[src/csp_pkg.sv]
// constants, types and register map of the chip select port pin mux
`default_nettype none
package csp_pkg;
    // ------------------------------------------------------------
    // register indices (byte address is four times the index)
    // ------------------------------------------------------------
    localparam logic [15:0] CSP_IDX_DIR = 16'hFEBF; // pin_direction, write only
    localparam logic [15:0] CSP_IDX_LATCH = 16'hFF6F; // output_latch, read/write
    localparam logic [15:0] CSP_IDX_LEVEL = 16'hFF5F; // pin_level, read only
    localparam logic [15:0] CSP_IDX_FCTL = 16'hFFAC; // port_function_control_two
    localparam int CSP_AW = 18; // byte address width seen by the slave
    localparam int CSP_PORT_W = 5; // pins on the port
    // ------------------------------------------------------------
    // reset values
    // ------------------------------------------------------------
    localparam logic [4:0] CSP_DIR_RST_BUS = 5'h10; // modes 4 and 5
    localparam logic [4:0] CSP_DIR_RST_LOW = 5'h00; // modes 6 and 7
    localparam logic [4:0] CSP_LATCH_RST = 5'h00;
    localparam logic [7:0] CSP_FCTL_RST = 8'h30;
    localparam logic [4:0] CSP_PIN_IDLE = 5'h1F; // chip selects idle high
    // ------------------------------------------------------------
    // field positions
    // ------------------------------------------------------------
    localparam int CSP_PIN_CS0 = 4; // pin carrying chip_select_zero
    localparam int CSP_PIN_CS1 = 3; // pin carrying chip_select_one
    localparam int CSP_PIN_CS2 = 2; // pin carrying chip_select_two
    localparam int CSP_PIN_CS3 = 1; // pin carrying chip_select_three
    localparam int CSP_PIN_CAS = 0; // pin carrying the dram column strobe
    localparam int CSP_DRAM_HI_BIT = 2; // types 100 to 111 have this bit set
    // ------------------------------------------------------------
    // operating modes and dram types
    // ------------------------------------------------------------
    localparam logic [2:0] CSP_MODE_FOUR = 3'h4;
    localparam logic [2:0] CSP_MODE_FIVE = 3'h5;
    localparam logic [2:0] CSP_MODE_SINGLE = 3'h7; // mode 7, no external bus
    localparam logic [2:0] CSP_DRAM_NONE = 3'h0;
    // ------------------------------------------------------------
    // bus answers
    // ------------------------------------------------------------
    localparam logic [1:0] CSP_RESP_OKAY = 2'h0;
    localparam logic [1:0] CSP_RESP_SLVERR = 2'h2;
    // ------------------------------------------------------------
    // types
    // ------------------------------------------------------------
    // layout of port_function_control_two, bit 7 first
    typedef struct packed {
        logic wait_pin_choice;
        logic bus_request_out_pin_choice;
        logic select_one_six_seven_enable;
        logic select_two_to_five_enable;
        logic address_strobe_off;
        logic [2:0] reserved;
    } csp_fctl_s;
    // drive of the five pins
    typedef struct packed {
        logic [4:0] level;
        logic [4:0] enable;
    } csp_drive_s;
    // register selected by an address
    typedef enum logic [2:0] {
        CSP_SEL_DIR,
        CSP_SEL_LATCH,
        CSP_SEL_LEVEL,
        CSP_SEL_FCTL,
        CSP_SEL_NONE
    } csp_sel_e;
endpackage : csp_pkg
`default_nettype wire

[src/csp_port.sv]
// chip select port pin mux with axi4-lite register slave
`timescale 1ns/100ps
`default_nettype none
module csp_port (
    // clock and reset
    input wire logic clock,
    input wire logic sys_rst,
    // axi4-lite write address and data
    input wire logic [csp_pkg::CSP_AW-1:0] s_axi_awaddr,
    input wire logic s_axi_awvalid,
    output logic s_axi_awready,
    input wire logic [31:0] s_axi_wdata,
    input wire logic [3:0] s_axi_wstrb,
    input wire logic s_axi_wvalid,
    output logic s_axi_wready,
    // axi4-lite write response
    output logic [1:0] s_axi_bresp,
    output logic s_axi_bvalid,
    input wire logic s_axi_bready,
    // axi4-lite read
    input wire logic [csp_pkg::CSP_AW-1:0] s_axi_araddr,
    input wire logic s_axi_arvalid,
    output logic s_axi_arready,
    output logic [31:0] s_axi_rdata,
    output logic [1:0] s_axi_rresp,
    output logic s_axi_rvalid,
    input wire logic s_axi_rready,
    // system state
    input wire logic [2:0] op_mode,
    input wire logic hw_standby,
    input wire logic sw_standby,
    input wire logic out_port_enable,
    input wire logic [2:0] dram_type_field,
    // bus controller strobes, active low
    input wire logic chip_select_zero_n,
    input wire logic chip_select_one_n,
    input wire logic chip_select_two_n,
    input wire logic chip_select_three_n,
    input wire logic col_strobe_n,
    // pins
    input wire logic [4:0] pin_in,
    output logic [4:0] pin_out,
    output logic [4:0] pin_oe
);
    // ------------------------------------------------------------
    // state
    // ------------------------------------------------------------
    logic regs_rst; // chip reset or hardware standby
    logic [4:0] dir_reg; // pin_direction, only bits 4..0 exist
    logic [4:0] latch_reg; // output_latch
    logic [4:0] level_reg; // pin_level snapshot
    csp_pkg::csp_fctl_s fctl_reg; // port_function_control_two
    logic [4:0] pin_sync; // filtered pin levels
    logic aw_full_reg; // write address captured
    logic w_full_reg; // write data captured
    logic [csp_pkg::CSP_AW-1:0] awaddr_reg;
    logic [7:0] wbyte_reg; // only byte lane 0 carries data
    logic wlane_reg; // lane 0 strobe of captured data
    logic do_write; // both halves present, perform write
    csp_pkg::csp_sel_e wsel; // register hit by the write
    csp_pkg::csp_sel_e rsel; // register hit by the read
    logic single_chip; // mode 7, all pins general purpose
    logic dram_on; // pin zero carries the column strobe
    logic [4:0] bus_fn; // pin currently owned by the bus controller
    logic [4:0] bus_sig; // bus controller strobe per pin
    csp_pkg::csp_drive_s drive_next;

    assign regs_rst = sys_rst | hw_standby;

    // ------------------------------------------------------------
    // address decode
    // ------------------------------------------------------------
    // aligned word decode; the two low address bits select nothing
    function automatic csp_pkg::csp_sel_e decode(input logic [csp_pkg::CSP_AW-1:0] a);
        logic [15:0] idx;
        idx = a[csp_pkg::CSP_AW-1:2];
        case (idx)
            csp_pkg::CSP_IDX_DIR: decode = csp_pkg::CSP_SEL_DIR;
            csp_pkg::CSP_IDX_LATCH: decode = csp_pkg::CSP_SEL_LATCH;
            csp_pkg::CSP_IDX_LEVEL: decode = csp_pkg::CSP_SEL_LEVEL;
            csp_pkg::CSP_IDX_FCTL: decode = csp_pkg::CSP_SEL_FCTL;
            default: decode = csp_pkg::CSP_SEL_NONE;
        endcase
    endfunction : decode

    assign wsel = decode(awaddr_reg);
    assign rsel = decode(s_axi_araddr);
    assign do_write = aw_full_reg & w_full_reg & ~s_axi_bvalid;

    // ------------------------------------------------------------
    // axi write channels
    // ------------------------------------------------------------
    // address and data are taken in either order and held until used
    always_ff @(posedge clock) begin
        if (sys_rst) begin
            aw_full_reg <= 1'b0;
            s_axi_awready <= 1'b1;
            awaddr_reg <= '0;
        end else if (s_axi_awvalid && s_axi_awready) begin
            aw_full_reg <= 1'b1;
            s_axi_awready <= 1'b0;
            awaddr_reg <= s_axi_awaddr;
        end else if (do_write) begin
            aw_full_reg <= 1'b0;
        end else if (s_axi_bvalid && s_axi_bready) begin
            s_axi_awready <= 1'b1; // one write at a time
        end
    end

    // data half of the write
    always_ff @(posedge clock) begin
        if (sys_rst) begin
            w_full_reg <= 1'b0;
            s_axi_wready <= 1'b1;
            wbyte_reg <= 8'h00;
            wlane_reg <= 1'b0;
        end else if (s_axi_wvalid && s_axi_wready) begin
            w_full_reg <= 1'b1;
            s_axi_wready <= 1'b0;
            wbyte_reg <= s_axi_wdata[7:0];
            wlane_reg <= s_axi_wstrb[0];
        end else if (do_write) begin
            w_full_reg <= 1'b0;
        end else if (s_axi_bvalid && s_axi_bready) begin
            s_axi_wready <= 1'b1;
        end
    end

    // write response, slverr for an unmapped word
    always_ff @(posedge clock) begin
        if (sys_rst) begin
            s_axi_bvalid <= 1'b0;
            s_axi_bresp <= csp_pkg::CSP_RESP_OKAY;
        end else if (do_write) begin
            s_axi_bvalid <= 1'b1;
            if (wsel == csp_pkg::CSP_SEL_NONE) begin
                s_axi_bresp <= csp_pkg::CSP_RESP_SLVERR;
            end else begin
                s_axi_bresp <= csp_pkg::CSP_RESP_OKAY;
            end
        end else if (s_axi_bvalid && s_axi_bready) begin
            s_axi_bvalid <= 1'b0;
        end
    end

    // ------------------------------------------------------------
    // registers
    // ------------------------------------------------------------
    // direction: mode decides pin four at reset; kept in software standby, reset again in hardware standby
    always_ff @(posedge clock) begin
        if (regs_rst) begin
            if (op_mode == csp_pkg::CSP_MODE_FOUR || op_mode == csp_pkg::CSP_MODE_FIVE) begin
                dir_reg <= csp_pkg::CSP_DIR_RST_BUS;
            end else begin
                dir_reg <= csp_pkg::CSP_DIR_RST_LOW;
            end
        end else if (do_write && wlane_reg && !sw_standby && wsel == csp_pkg::CSP_SEL_DIR) begin
            dir_reg <= wbyte_reg[4:0]; // bits 7..5 dropped
        end
    end

    // output latch; reserved upper bits never stored
    always_ff @(posedge clock) begin
        if (regs_rst) begin
            latch_reg <= csp_pkg::CSP_LATCH_RST;
        end else if (do_write && wlane_reg && !sw_standby
                     && wsel == csp_pkg::CSP_SEL_LATCH) begin
            latch_reg <= wbyte_reg[4:0];
        end
    end

    // function control; low three bits are read-only zero
    always_ff @(posedge clock) begin
        if (regs_rst) begin
            fctl_reg <= csp_pkg::csp_fctl_s'(csp_pkg::CSP_FCTL_RST);
        end else if (do_write && wlane_reg && !sw_standby
                     && wsel == csp_pkg::CSP_SEL_FCTL) begin
            fctl_reg <= csp_pkg::csp_fctl_s'({wbyte_reg[7:3], 3'h0});
        end
    end

    // pin level snapshot: latch where output, filtered pin where input;
    // frozen in software standby, loads the filtered pin in hardware standby; a write to it has no path at all
    always_ff @(posedge clock) begin
        if (regs_rst) begin
            level_reg <= pin_sync;
        end else if (!sw_standby) begin
            level_reg <= (dir_reg & latch_reg) | (~dir_reg & pin_sync);
        end
    end

    // ------------------------------------------------------------
    // axi read channel
    // ------------------------------------------------------------
    // answer one cycle after the address is taken
    always_ff @(posedge clock) begin
        if (sys_rst) begin
            s_axi_arready <= 1'b1;
            s_axi_rvalid <= 1'b0;
            s_axi_rdata <= 32'h0000_0000;
            s_axi_rresp <= csp_pkg::CSP_RESP_OKAY;
        end else if (s_axi_arvalid && s_axi_arready) begin
            s_axi_arready <= 1'b0;
            s_axi_rvalid <= 1'b1;
            s_axi_rresp <= csp_pkg::CSP_RESP_OKAY;
            case (rsel)
                // write-only register: its undefined read is zero here
                csp_pkg::CSP_SEL_DIR: s_axi_rdata <= 32'h0000_0000;
                csp_pkg::CSP_SEL_LATCH: s_axi_rdata <= {27'h000_0000, latch_reg};
                csp_pkg::CSP_SEL_LEVEL: s_axi_rdata <= {27'h000_0000, level_reg};
                csp_pkg::CSP_SEL_FCTL: s_axi_rdata <= {24'h00_0000, fctl_reg};
                default: begin
                    s_axi_rdata <= 32'h0000_0000;
                    s_axi_rresp <= csp_pkg::CSP_RESP_SLVERR;
                end
            endcase
        end else if (s_axi_rvalid && s_axi_rready) begin
            s_axi_rvalid <= 1'b0;
            s_axi_arready <= 1'b1;
        end
    end

    // ------------------------------------------------------------
    // pin function
    // ------------------------------------------------------------
    csp_sync3 #(
        .W(csp_pkg::CSP_PORT_W)
    ) u_pin_sync (
        .clock(clock),
        .sys_rst(sys_rst),
        .async_in(pin_in),
        .clean_out(pin_sync)
    );

    assign single_chip = (op_mode == csp_pkg::CSP_MODE_SINGLE);
    // dram none or types 100..111 leave pin zero to the port
    assign dram_on = (dram_type_field != csp_pkg::CSP_DRAM_NONE)
                     && !dram_type_field[csp_pkg::CSP_DRAM_HI_BIT];

    // ownership of each pin; the enable bits are assumed changed only
    // while directions are clear, else a select may glitch out
    always_comb begin
        bus_fn = 5'h00;
        bus_fn[csp_pkg::CSP_PIN_CS0] = !single_chip && dir_reg[4];
        bus_fn[csp_pkg::CSP_PIN_CS1] = !single_chip && dir_reg[3]
            && fctl_reg.select_one_six_seven_enable;
        bus_fn[csp_pkg::CSP_PIN_CS2] = !single_chip && dir_reg[2]
            && fctl_reg.select_two_to_five_enable;
        bus_fn[csp_pkg::CSP_PIN_CS3] = !single_chip && dir_reg[1]
            && fctl_reg.select_two_to_five_enable;
        bus_fn[csp_pkg::CSP_PIN_CAS] = !single_chip && dram_on;
    end

    assign bus_sig = {chip_select_zero_n, chip_select_one_n, chip_select_two_n,
                      chip_select_three_n, col_strobe_n};

    // drive per pin: bus strobe, latch, or float
    always_comb begin
        drive_next.level = 5'h00;
        drive_next.enable = 5'h00;
        for (int i = 0; i < csp_pkg::CSP_PORT_W; i++) begin
            if (hw_standby) begin
                drive_next.level[i] = 1'b0; // all pins float
                drive_next.enable[i] = 1'b0;
            end else if (bus_fn[i] && sw_standby) begin
                // bus pins idle high or float, chosen by the enable bit
                drive_next.level[i] = csp_pkg::CSP_PIN_IDLE[i];
                drive_next.enable[i] = out_port_enable;
            end else if (bus_fn[i]) begin
                drive_next.level[i] = bus_sig[i];
                drive_next.enable[i] = 1'b1;
            end else begin
                // general i/o; in standby outputs keep driving, inputs float
                drive_next.level[i] = latch_reg[i];
                drive_next.enable[i] = dir_reg[i];
            end
        end
    end

    // pins leave through flip-flops; one cycle behind the strobes
    always_ff @(posedge clock) begin
        if (sys_rst) begin
            pin_out <= 5'h00;
            pin_oe <= 5'h00;
        end else begin
            pin_out <= drive_next.level;
            pin_oe <= drive_next.enable;
        end
    end

    // ------------------------------------------------------------
    // checks
    // ------------------------------------------------------------
    chk_dir_reset: assert property (@(posedge clock) regs_rst |=>
        dir_reg == ((($past(op_mode) == csp_pkg::CSP_MODE_FOUR)
        || ($past(op_mode) == csp_pkg::CSP_MODE_FIVE)) ? 5'h10 : 5'h00))
        else $error("direction reset value wrong");
    chk_latch_reset: assert property (@(posedge clock) regs_rst |=> latch_reg == 5'h00)
        else $error("latch not cleared");
    chk_fctl_reset: assert property (@(posedge clock) regs_rst |=> fctl_reg == 8'h30)
        else $error("function control reset wrong");
    chk_dir_kept: assert property (@(posedge clock) disable iff (regs_rst)
        sw_standby |=> $stable(dir_reg) && $stable(latch_reg))
        else $error("registers changed in standby");
    chk_level_frozen: assert property (@(posedge clock) disable iff (regs_rst)
        sw_standby |=> $stable(level_reg))
        else $error("pin level moved in standby");
    chk_level_mux: assert property (@(posedge clock) disable iff (regs_rst)
        !sw_standby |=> level_reg == (($past(dir_reg) & $past(latch_reg))
        | (~$past(dir_reg) & $past(pin_sync))))
        else $error("pin level mux wrong");
    chk_cs0_route: assert property (@(posedge clock) disable iff (sys_rst)
        (!hw_standby && !sw_standby && !single_chip && dir_reg[4])
        |=> pin_oe[4] && pin_out[4] == $past(chip_select_zero_n))
        else $error("chip select zero not routed");
    chk_single_gpio: assert property (@(posedge clock) disable iff (sys_rst)
        (!hw_standby && single_chip) |=> pin_oe == $past(dir_reg)
        && pin_out == $past(latch_reg))
        else $error("mode 7 pins not general i/o");
    chk_cas_route: assert property (@(posedge clock) disable iff (sys_rst)
        (!hw_standby && !sw_standby && !single_chip && dram_on)
        |=> pin_oe[0] && pin_out[0] == $past(col_strobe_n))
        else $error("column strobe not routed");
    chk_standby_bus: assert property (@(posedge clock) disable iff (sys_rst)
        (sw_standby && !hw_standby && bus_fn[3]) |=> pin_out[3]
        && pin_oe[3] == $past(out_port_enable))
        else $error("standby bus pin drive wrong");
    chk_read_answer: assert property (@(posedge clock) disable iff (sys_rst)
        (s_axi_arvalid && s_axi_arready) |=> s_axi_rvalid && s_axi_rresp
        == (($past(rsel) == csp_pkg::CSP_SEL_NONE) ? 2'h2 : 2'h0))
        else $error("read answer wrong");
    cov_fctl_write: cover property (@(posedge clock) do_write
        && wsel == csp_pkg::CSP_SEL_FCTL);
    cov_cs1_drive: cover property (@(posedge clock) bus_fn[3] && !sw_standby);
    cov_standby_float: cover property (@(posedge clock) sw_standby
        && !out_port_enable && bus_fn[4]);
endmodule : csp_port
`default_nettype wire

[src/csp_sync3.sv]
// three stage input synchroniser with agreement filter
`timescale 1ns/100ps
`default_nettype none
module csp_sync3 #(
    parameter int W = 5
) (
    // clock and reset
    input wire logic clock,
    input wire logic sys_rst,
    // asynchronous input and its clean copy
    input wire logic [W-1:0] async_in,
    output logic [W-1:0] clean_out
);
    logic [W-1:0] s1_reg; // metastable stage, read only by s2_reg
    logic [W-1:0] s2_reg;
    logic [W-1:0] s3_reg;

    // shift chain; the first stage feeds nothing but the second
    always_ff @(posedge clock) begin
        if (sys_rst) begin
            s1_reg <= '0;
            s2_reg <= '0;
            s3_reg <= '0;
        end else begin
            s1_reg <= async_in;
            s2_reg <= s1_reg;
            s3_reg <= s2_reg;
        end
    end

    // a bit changes only once two settled stages agree
    always_ff @(posedge clock) begin
        if (sys_rst) begin
            clean_out <= '0;
        end else begin
            for (int i = 0; i < W; i++) begin
                if (s2_reg[i] == s3_reg[i]) begin
                    clean_out[i] <= s3_reg[i];
                end
            end
        end
    end
endmodule : csp_sync3
`default_nettype wire

[config.mk]
export PLATFORM = sky130hd
export DESIGN_NAME = csp_port
export DESIGN_NICKNAME = d
export VERILOG_FILES = /design/src/csp_pkg.sv /design/src/csp_port.sv /design/src/csp_sync3.sv
export SDC_FILE = /design/constraint.sdc
export NUM_CORES = 1
export LEC_CHECK = 0
export ABC_AREA = 1
export BUFFER_PORTS_ARGS = -buffer_cell sky130_fd_sc_hd__buf_4
export CAP_MARGIN = 20
export CORE_MARGIN = 2
export CORE_UTILIZATION = 52
export CTS_CLUSTER_SIZE = 8
export DETAILED_ROUTE_END_ITERATION = 10
export PLACE_DENSITY_LB_ADDON = 0.05
export SLEW_MARGIN = 15
export SYNTH_ARGS = -nofsm -noshare
export SYNTH_HDL_FRONTEND = slang
export SYNTH_SLANG_ARGS = --single-unit
export TNS_END_PERCENT = 30
[constraint.sdc]
create_clock -name clock -period 2.9 [get_ports clock]
set_input_delay 0.58 -clock clock [delete_from_list [all_inputs] [get_ports clock]]
set_output_delay 0.58 -clock clock [all_outputs]
set_load 0.005 [all_outputs]
# Yosys cells after proc, flatten, opt, wreduce, memory -nomap -nowiden
# Cells that the tools add are included.
# word_totals
elab_cells	149
ff_bits	120
memories	0
output_inout_bits	51
ram_bits	0
latch_bits	0
romBits	0
input_bits	98
# op_classes
n_addsub	0
n_reduce_logical	42
multipliers	0
n_mux	43
n_div	0
n_bitwise	8
shifts	0
eq_ne	25
order_cmp	0
# op_table
cell	n
$eq A16 B16 Y1 const B	8
$mux W1	33
$mux W5	5
$logic_and A1 B1 Y1	24
$pmux W3 S4	2
$pmux W8 S3	1
$reduce_bool A2 Y1	7
$eq A3 B3 Y1 const B	4
$and A5 B5 Y5	2
$eq A3 B2 Y1 const B	3
$eq A3 B1 Y1 const B	2
$logic_not A3 Y1	2
$ne A2 B1 Y1 const B	3
$eq A1 B1 Y1	5
$not A5 Y5	1
$or A5 B5 Y5	1
$mux W2	2
$reduce_and A2 Y1	2
$reduce_or A4 Y1	1
$logic_not A1 Y1	3
$reduce_bool A3 Y1	1
$and A1 B1 Y1	2
$reduce_or A2 Y1	1
$logic_or A1 B1 Y1	1
2 further kinds	2

# Logic depth before layout (Yosys ltp)
# Gate-level depths: netlist (run 1).
# logic_depth
word_depth	7
depth_mapped	10
depth_no_buf	10

# Cells and area by module
# Synthesis (run 1) repeated with hierarchy kept, for this count alone.
# unflattened
hier_cells	488
hier_area_um2	3891.2
# by_module_without_submodules
mod	n_inst	cells_per_inst	area_each_um2	seq_area_each_um2
csp_port	1	420	3283.1	1541.5
csp_sync3	1	68	608.1	400.4

# Least setup slack after synthesis (run 1)
# No wires, ideal clock.
# synth_timing
path_kind	input port to flip-flop
start	in sw_standby
end	reg dir_reg[0], enable pin
cell_stages	3
arrival_ns	1.236
n_path_buf	0
t_required_ns	2.524
setup_time_ns	0.376
setup_slack_ns	1.288
path_cell_list	inv_2 > nand3_2 > o31ai_1
# synth_between
elab_chain_cells	4
# synth_rtl
element	line	text
from (decl)	csp_port.sv:31	input wire logic sw_standby,
$logic_not A1 Y1	n/a	
$logic_and A1 B1 Y1 (2 in a row)	csp_port.sv:157	end else if (do_write && wlane_reg && !sw_standby && wsel == csp_pkg::CSP_SEL_DIR) begin
$reduce_bool A2 Y1 (no line)	n/a	
to (signal assigned)	csp_port.sv:153	dir_reg <= csp_pkg::CSP_DIR_RST_BUS;
to (signal assigned)	csp_port.sv:155	dir_reg <= csp_pkg::CSP_DIR_RST_LOW;
to (signal assigned)	csp_port.sv:158	dir_reg <= wbyte_reg[4:0];
to (decl)	csp_port.sv:49	logic [4:0] dir_reg;
# Every way passes these cells.
# A chain may end at the register's enable or synchronous reset.

# Worst setup path in the final report (run 1)
# layout_timing
start	reg awaddr_reg[13] in the netlist's numbering
end	reg dir_reg[4], enable pin
# layout_between
elab_chain_cells	5
word_cells_on_any_way	8
cone_classes	eq/ne: 4; mux: 1; reduce/logical: 3
# layout_rtl
element	line	text
from (decl)	csp_port.sv:56	logic [csp_pkg::CSP_AW-1:0] awaddr_reg;
from (signal assigned)	csp_port.sv:102	awaddr_reg <= s_axi_awaddr;
$eq A16 B16 Y1	csp_port.sv:77	case (idx)
$pmux W3 S4 *	csp_port.sv:77	
$logic_not A3 Y1 *	csp_port.sv:157	
$logic_and A1 B1 Y1 *	csp_port.sv:157	
$reduce_bool A2 Y1 (no line) *	n/a	
# Mark *: on every way between the ends. The rest lies on a longest branch, timed or not.

==> results by group, run 1 <==
Floorplanning
  – Initial core utilization: 0.536
  – Die outline width: about 90 microns
  – Total Die Area: approximately 8000 sq um
  – Count of pins on the block boundary: 149
  – FP Rows: 31
  – Die H: 90.5 microns
  – Core area: ~7300 sq um

Routing
  – Overall via count from detail_route: approximately 3300
  – Initial DRC Count: between 100 and 150
  – Number of iterations in the first detailed-routing pass: 4
  – Detail Route Antenna Nets: 0
  – Average vias per placed instance: approximately 4.8
  – Average wire per cell in the routed design: 11.2 microns
  – Final wirelength: 7.67 mm
  – DRC errors left: 0

Finish
  – Final core area utilization: 0.652
  – Nets@finish: 679
  – Fillers: about 650
  – Flip-flop count of the largest register after layout: 16
  – Commonest cells after routing, fill and taps aside: sky130_fd_sc_hd__buf_4 (92), sky130_fd_sc_hd__dfxtp_1 (82), sky130_fd_sc_hd__nor2_1 (77), sky130_fd_sc_hd__nand2_1 (75), sky130_fd_sc_hd__inv_1 (42)
  – Layout overhead on the synthesized area: 21.7%
  – Most frequent standard cell in the layout excluding fill and tap cells: sky130_fd_sc_hd__buf_4
  – Final standard cell count with taps included and fillers excluded: between 600 and 700
  – Layout cells sized above 1: 0.234
  – Diodes inserted: 0

Clock tree
  – Count of hold buffers inserted by post-cts repair: 0
  – Post-CTS Repair Setup Buffers: 0
  – CTS buffer count: 9
  – Clock tree from TritonCTS: done
  – Maximum number of buffers from clock root to sink: 2
  – Clk sinks: 92
  – Clock transition at the registers of the reported paths: approximately 0.090 ns
  – Clock tree root buffer cell: sky130_fd_sc_hd__clkbuf_8
  – Skew-Pair Late Insertion Delay: roughly 0.35 ns
  – Gates resized, CTS repair: 0
  – Depth of the CTS H-tree: 3

Synth
  – Gate count of the mapped netlist: a little under 500
  – Yosys Warn Count: 0
  – Proportion of netlist area held by the largest area contributor: 0.422
  – Number of enable flip-flop cells after synthesis: 10
  – Part of the Yosys area used for sequential elements: 0.500
  – Register bit total from synthesis: 92
  – Netlist area before placement: 3890 sq um
  – Leading area contributor after synthesis: sky130_fd_sc_hd__dfxtp_1
  – Average footprint of a synthesized cell: about 7.9 sq um
  – Distinct cell type count after synthesis: 34
  – Asr flop ratio synth: 0
  – Largest cells by area after synthesis: sky130_fd_sc_hd__dfxtp_1 (42%), sky130_fd_sc_hd__edfxtp_1 (7.7%), sky130_fd_sc_hd__nor2_1 (7.4%)
  – Flip-flop cell with the highest count after synthesis: sky130_fd_sc_hd__dfxtp_1

Worst setup path
  – Worst-path fanout max: 5
  – Worst setup SP type: flop
  – Endpoint type of the worst setup path: flop
  – R2R Path Start: awaddr_reg[13]$_SDFFE_PP0P_
  – Critical path destination: dir_reg[4]$_DFFE_PP_
  – Data required, critical path: a little under 3 ns
  – Path depth of the worst reg2reg path: 7
  – Worst R2R End: dir_reg[4]$_DFFE_PP_
  – Critical Setup Path Class: flop to flop
  – Crit path DAT: approximately 1.8 ns
  – Setup crit start: awaddr_reg[13]$_SDFFE_PP0P_
  – Setup slack of the worst register-to-register path: approximately 1.1 ns

Timing
  – Maximum clock frequency: around 560 MHz
  – Total setup violations reported at the end of the flow: 0
  – Fin Clk Skew: 0.00972 ns
  – Min Clock Period, post-route: roughly 1.8 ns
  – Rel. slew slack: 0.521
  – Slew Viols, Final: 0
  – Portion of the clock cycle consumed by the worst path in the final layout: 0.616
  – Slew at the pin closest to its max-slew limit: just over 0.7 ns
  – Final hold violation count: 0
  – Total Neg Setup Slack: 0 ns
  – Setup repair after global routing missed its margin: false

Global route
  – Pin count of the biggest net entering global routing: 36
  – Via count of the first global-routing pass: 2880
  – Number of antenna violations at the first check in global routing: 0
  – Global-route wire length before repair: ~13 mm
  – Global Route Usage Sum: 0.197
  – Total gr overflow: 0

Place
  – Global placer's final weighted congestion: between 0.8 and 0.9
  – Port Buffer Count: roughly 90
  – # placed instances: between 600 and 700
  – Detailed-placement wirelength estimate: just under 6 mm

Power and ir drop
  – Leakage power total: about 0.0021 uW
  – Peak supply drop: ~0.35 mV
  – Power per Cell Area: 540 nW/um^2

Hold path
  – Class of the tightest hold or removal check: flop to flop

Status
  – Result of the run: finished clean

Job
  – Max-capacitance violation count: 0
routing by layer:
metal	vias to the layer above	global-route usage	part of all wire
met4	0	0.0923	0.021
met3	14	0.0426	0.057
met2	91	0.326	0.46
met5	-	0	0
li1	1719	-	-
met1	1431	0.246	0.46
through the flow:
stage	power, uW	setup WS, ns	hold WS (ns)	area, sq um
2_1_floorplan	1590	1.29	0.388	3980
6_report	2560	1.11	0.404	4730
3_3_place_gp	1680	0.935	0.391	4510
4_1_cts	2580	1.09	0.407	4730
3_5_place_dp	1690	0.939	0.395	4510
5_1_grt	2680	0.967	0.412	4730
power by group:
part / switching, uW / total (uW) / internal [uW]
sequential: 38.2 / 1390 / 1350
clock: 425 / 901 / 476
combinational: 141 / 263 / 122
kinds of logic after synthesis:
| logic type | Yosys count | synth area share |
|---|---|---|
| other | 1 | 0.000965 |
| AOI/OAI and AO/OA | 90 | 0.129 |
| DFF | 92 | 0.500 |
| and+or+nand+nor | 217 | 0.247 |
| buffers and inverters | 95 | 0.123 |
how the worst min path moves through the flow:
| stage | start | end | depth (start not counted) |
|---|---|---|---|
| 2_1_floorplan | u_pin_sync.s1_reg[0]$_SDFF_PP0_ | u_pin_sync.s2_reg[0]$_SDFF_PP0_ | 2 |
| 3_3_place_gp | u_pin_sync.s1_reg[4]$_SDFF_PP0_ | u_pin_sync.s2_reg[4]$_SDFF_PP0_ | 2 |
| 3_5_place_dp | u_pin_sync.s1_reg[4]$_SDFF_PP0_ | u_pin_sync.s2_reg[4]$_SDFF_PP0_ | 2 |
| 4_1_cts | u_pin_sync.s1_reg[4]$_SDFF_PP0_ | u_pin_sync.s2_reg[4]$_SDFF_PP0_ | 2 |
| 5_1_grt | pin_in[4] | u_pin_sync.s1_reg[4]$_SDFF_PP0_ | 3 |
| 6_report | u_pin_sync.s1_reg[4]$_SDFF_PP0_ | u_pin_sync.s2_reg[4]$_SDFF_PP0_ | 2 |
cell usage after synthesis, types with 2 or more instances:
| cell type | n |
|---|---|
| sky130_fd_sc_hd__buf_2 | 8 |
| sky130_fd_sc_hd__inv_1 | 42 |
| sky130_fd_sc_hd__nor2_2 | 4 |
| sky130_fd_sc_hd__buf_6 | 2 |
| sky130_fd_sc_hd__o21a_1 | 2 |
| sky130_fd_sc_hd__dfxtp_1 | 82 |
| sky130_fd_sc_hd__o21ai_0 | 33 |
| sky130_fd_sc_hd__a21oi_2 | 3 |
| sky130_fd_sc_hd__edfxtp_1 | 10 |
| sky130_fd_sc_hd__a211oi_1 | 6 |
| sky130_fd_sc_hd__nand2_1 | 75 |
| sky130_fd_sc_hd__nor3_1 | 7 |
| sky130_fd_sc_hd__inv_2 | 10 |
| sky130_fd_sc_hd__nand3_1 | 36 |
| sky130_fd_sc_hd__nor2_1 | 77 |
| sky130_fd_sc_hd__nand2_2 | 4 |
| sky130_fd_sc_hd__a31oi_1 | 2 |
| sky130_fd_sc_hd__nor2_4 | 5 |
| sky130_fd_sc_hd__buf_4 | 26 |
| sky130_fd_sc_hd__o21ai_1 | 3 |
| sky130_fd_sc_hd__clkbuf_1 | 6 |
| sky130_fd_sc_hd__nand4_1 | 4 |
| sky130_fd_sc_hd__a21oi_1 | 37 |
layout make-up:
cell class	instances	area, sq um	share of cell area
flip-flops and latches	92	1940	0.411
multi-input cells	333	1560	0.330
repair buffers	92	691	0.146
inverters	53	199	0.0421
clock buffers	13	170	0.0360
well taps	99	124	0.0262
clock inverters	3	43.8	0.00926
critical path, stage by stage, from the launching register on:
cell	delay [ns]
sky130_fd_sc_hd__dfxtp_1	0.32
sky130_fd_sc_hd__nand2_1	0.09
sky130_fd_sc_hd__nor2_1	0.06
sky130_fd_sc_hd__nand2_2	0.13
sky130_fd_sc_hd__inv_1	0.09
sky130_fd_sc_hd__nand3_1	0.09
sky130_fd_sc_hd__nand2_1	0.07
sky130_fd_sc_hd__o31ai_1	0.59
(Power assumes the default switching activity.)
==> run 2: changes to the inputs <==
--- a/config.mk
+++ b/config.mk
@@ -5,11 +5,11 @@
 export SDC_FILE = /design/constraint.sdc
 export NUM_CORES = 1
 export LEC_CHECK = 0
-export ABC_AREA = 1
+export ABC_AREA = 0
 export BUFFER_PORTS_ARGS = -buffer_cell sky130_fd_sc_hd__buf_4
 export CAP_MARGIN = 20
 export CORE_MARGIN = 2
-export CORE_UTILIZATION = 52
+export CORE_UTILIZATION = 43
 export CTS_CLUSTER_SIZE = 8
 export DETAILED_ROUTE_END_ITERATION = 10
 export PLACE_DENSITY_LB_ADDON = 0.05
==> constraint.sdc (replaced) <==
create_clock -name clock -period 1.45 [get_ports clock]
set_input_delay 0.29 -clock clock [delete_from_list [all_inputs] [get_ports clock]]
set_output_delay 0.29 -clock clock [all_outputs]
set_load 0.005 [all_outputs]
==> run 2 against run 1 <==
Net effect: critical path type unchanged; flip-flop and latch count is the same; largest power group unchanged; critical path depth shrank 2; hold slack lost 0.26 ns; the flow now finishes with violations (setup timing); power grew 89%; maximum frequency grew 13%; clock power grew 72%; sequential share of layout area shrank 0.83 points; via count shrank 4.3%; sequential power grew 96%; final cell count shrank 7.0%.
==> results by group, run 2 <==
Finish
  – Most frequent standard cell in the layout excluding fill and tap cells: sky130_fd_sc_hd__buf_4
  – Multi-input gate area: 1640 sq um (+5.1%)
  – Diodes inserted: 0 (unchanged)
  – Commonest cells after routing, fill and taps aside: sky130_fd_sc_hd__buf_4 (120), sky130_fd_sc_hd__dfxtp_1 (82), sky130_fd_sc_hd__nand2_1 (78), sky130_fd_sc_hd__a21oi_1 (45), sky130_fd_sc_hd__conb_1 (26)
  – Layout cells sized above 1: 0.295 (+0.0613)
  – Storage element area: 1940 sq um (unchanged)
  – Flip-flop count of the largest register after layout: 16 (unchanged)
  – Fillers: 766 (+18%)
  – Nets@finish: 625 (-8.0%)
  – Final core area utilization: 0.584 (-0.0675)
  – Layout overhead on the synthesized area: 30.6%
  – Final standard cell count with taps included and fillers excluded: 637 (-7.0%)

Clock tree
  – Clk sinks: 92 (unchanged)
  – Clock transition at the registers of the reported paths: 0.09 ns (about the same)
  – Post-CTS Repair Setup Buffers: 0 (unchanged)
  – Count of hold buffers inserted by post-cts repair: 0 (unchanged)
  – CTS buffer count: 9 (unchanged)
  – Clock tree from TritonCTS: done
  – Skew-Pair Late Insertion Delay: 0.36 ns (about the same)
  – Clock tree root buffer cell: sky130_fd_sc_hd__clkbuf_8
  – Depth of the CTS H-tree: 3 (unchanged)
  – Maximum number of buffers from clock root to sink: 2 (unchanged)

Global route
  – Met2 track demand over resource: 0.311 (-0.0150)
  – Number of antenna violations at the first check in global routing: 0 (unchanged)
  – Total gr overflow: 0 (unchanged)
  – Busiest metal layer after global routing: met2
  – Pin count of the biggest net entering global routing: 50 (+39%)
  – Via count of the first global-routing pass: 2976 (+3.3%)
  – Met3 track demand over resource in global routing: 0.0383 (-0.00428)
  – Global-route wire length before repair: 14.2 mm (+9.2%)
  – Global Route Usage Sum: 0.185 (-0.0121)
  – Global-route met1 utilization: 0.235 (-0.0102)

Job
  – Max-capacitance violation count: 0 (unchanged)

Worst setup path
  – Critical Setup Path Class: flop to flop
  – Data required, critical path: 1.70 ns (-1.19 ns)
  – Crit path DAT: 1.82 ns (+0.04 ns)
  – Endpoint type of the worst setup path: flop
  – Worst-path fanout max: 10 (+5)
  – Worst setup SP type: flop

Timing
  – Min Clock Period, post-route: 1.57 ns (-0.212 ns)
  – Portion of the clock cycle consumed by the worst path in the final layout: 1.09 (+0.470)
  – Total setup violations reported at the end of the flow: 16 (+16)
  – Final hold violation count: 0 (unchanged)
  – Final critical-path setup slack: -0.125 ns (-1.24 ns)
  – Slew Viols, Final: 0 (unchanged)
  – Fin Clk Skew: 0.0149 ns (+0.00518 ns)
  – Setup repair after global routing missed its margin: true
  – Maximum clock frequency: 635 MHz (+13%)

Place
  – # placed instances: 621 (-7.2%)
  – Global placer's final weighted congestion: 0.891 (+5.4%)
  – Port Buffer Count: 91 (unchanged)
  – Worst setup slack after placement: -0.295 ns (-1.23 ns)
  – Detailed-placement wirelength estimate: 6.39 mm (+11%)

Routing
  – DRC errors left: 0 (unchanged)
  – Final wirelength: 8.40 mm (+9.4%)
  – Average wire per cell in the routed design: 13.2 microns (+18%)
  – Overall via count from detail_route: 3115 (-4.3%)
  – Number of iterations in the first detailed-routing pass: 4 (unchanged)
  – Average vias per placed instance: 4.89 (+2.9%)
  – Initial DRC Count: 91 (-13%)
  – Detail Route Antenna Nets: 0 (unchanged)

Status
  – Result of the run: finished with violations
  – Failing checks: setup timing

Synth
  – Most common library cells after synthesis: sky130_fd_sc_hd__dfxtp_1 (82), sky130_fd_sc_hd__nand2_1 (79), sky130_fd_sc_hd__a21oi_1 (46)
  – Gate count of the mapped netlist: 412 (-17%)
  – Leading area contributor after synthesis: sky130_fd_sc_hd__dfxtp_1
  – Asr flop ratio synth: 0 (unchanged)
  – Register bit total from synthesis: 92 (unchanged)
  – Average footprint of a synthesized cell: 8.97 sq um (+14%)
  – Proportion of netlist area held by the largest area contributor: 0.444 (+0.0219)
  – Yosys Warn Count: 0 (unchanged)
  – Netlist area before placement: 3690 sq um (-4.9%)
  – Number of enable flip-flop cells after synthesis: 10 (unchanged)
  – Largest cells by area after synthesis: sky130_fd_sc_hd__dfxtp_1 (44%), sky130_fd_sc_hd__edfxtp_1 (8.1%), sky130_fd_sc_hd__nand2_1 (8.0%)
  – Part of the Yosys area used for sequential elements: 0.526 (+0.0259)
  – Flip-flop cell with the highest count after synthesis: sky130_fd_sc_hd__dfxtp_1
  – Most instantiated library cell after synthesis: sky130_fd_sc_hd__dfxtp_1
  – Distinct cell type count after synthesis: 42 (+24%)

Floorplanning
  – Total Die Area: 9350 sq um (+14%)
  – Die outline width: 96.7 microns (+6.9%)
  – Core area: 8260 sq um (+14%)
  – FP Rows: 33 (+6.5%)
  – Count of pins on the block boundary: 149 (unchanged)
  – Initial core utilization: 0.447 (-0.0884)
  – Die H: 96.7 microns (+6.9%)

Power and ir drop
  – Power per Cell Area: 999 nW/um^2 (+85%)
  – Final Total Pwr: 4820 uW (+89%)
  – Peak supply drop: 0.418 mV (+20%)
  – Leakage power total: 0.00205 uW (-2.5%)

Hold path
  – Class of the tightest hold or removal check: input port to flop
## run 2: cell count changes in the layout (fill, tap and decap cells not counted), moves of 6 or more
cell                       change
sky130_fd_sc_hd__a221oi_1      +6
sky130_fd_sc_hd__buf_4        +28
sky130_fd_sc_hd__nor2b_1      +18
sky130_fd_sc_hd__nand3_1      -16
sky130_fd_sc_hd__nor2_1       -61
sky130_fd_sc_hd__o21ai_0      -19
sky130_fd_sc_hd__a21oi_1       +8
sky130_fd_sc_hd__inv_1        -37
sky130_fd_sc_hd__inv_2        -10
## run 2: worst paths after layout
check,start,endpoint,slack [ns],depth (start not counted)
setup reg to reg,awaddr_reg[2]$_SDFFE_PP0P_,fctl_reg[6]$_SDFFE_PN0P_,-0.12,5
hold reg to reg,u_pin_sync.s1_reg[1]$_SDFF_PP0_,u_pin_sync.s2_reg[1]$_SDFF_PP0_,0.44,1
hold / removal,pin_in[1],u_pin_sync.s1_reg[1]$_SDFF_PP0_,0.15,2
setup / recovery,awaddr_reg[2]$_SDFFE_PP0P_,fctl_reg[6]$_SDFFE_PN0P_,-0.12,5
## run 2: final cells by class
class | instances | share of cell area
flip-flops and latches | 92 | 0.402
multi-input cells | 298 | 0.339
repair buffers | 121 | 0.191
well taps | 105 | 0.0272
clock buffers | 10 | 0.0264
clock inverters | 6 | 0.00985
inverters | 5 | 0.00389
## run 2: worst max-delay path, cell delays in order, from the launching register on
cell	delay (ns)
sky130_fd_sc_hd__dfxtp_1	0.32
sky130_fd_sc_hd__or4b_4	0.57
sky130_fd_sc_hd__a2bb2oi_2	0.17
sky130_fd_sc_hd__nand3b_4	0.23
sky130_fd_sc_hd__nand3_1	0.11
sky130_fd_sc_hd__o21ai_0	0.07
## run 2: per-stage QoR
step | area [sq um] | hold slack [ns] | setup TNS, ns
6_report | 4830 | 0.145 | -1.54
5_1_grt | 4830 | 0.151 | -2.95
4_1_cts | 4810 | 0.129 | -1.73
3_3_place_gp | 4620 | 0.417 | -4.77
2_1_floorplan | 3840 | 0.414 | -0.885
3_5_place_dp | 4620 | 0.420 | -5.10
## run 2: timing repair
item,4_1_cts,5_1_grt
gates resized for setup,2,4
setup endpoints to repair,16,19
pin swaps,3,0
## run 2: metal layers
| layer | share of wire | vias up |
|---|---|---|
| met3 | 0.054 | 11 |
| met2 | 0.48 | 88 |
| li1 | - | 1602 |
| met5 | 0 | - |
| met4 | 0.015 | 0 |
| met1 | 0.45 | 1414 |
## run 2: power by group
group          internal [uW]  leakage [uW]  switching, uW
clock                    639     0.0000872            910
sequential              2680      0.000784           57.8
combinational            289       0.00117            252
## run 2: cells by family (layout without fill, tap and decap cells)
logic type | count (synthesis) | count (layout) | synth area share
simple gates | 185 | 185 | 0.255
flops | 92 | 92 | 0.526
compound gates | 82 | 82 | 0.127
buf+inv | 47 | 142 | 0.0762
mux | 5 | 5 | 0.0152
other cells | 1 | 26 | 0.00101
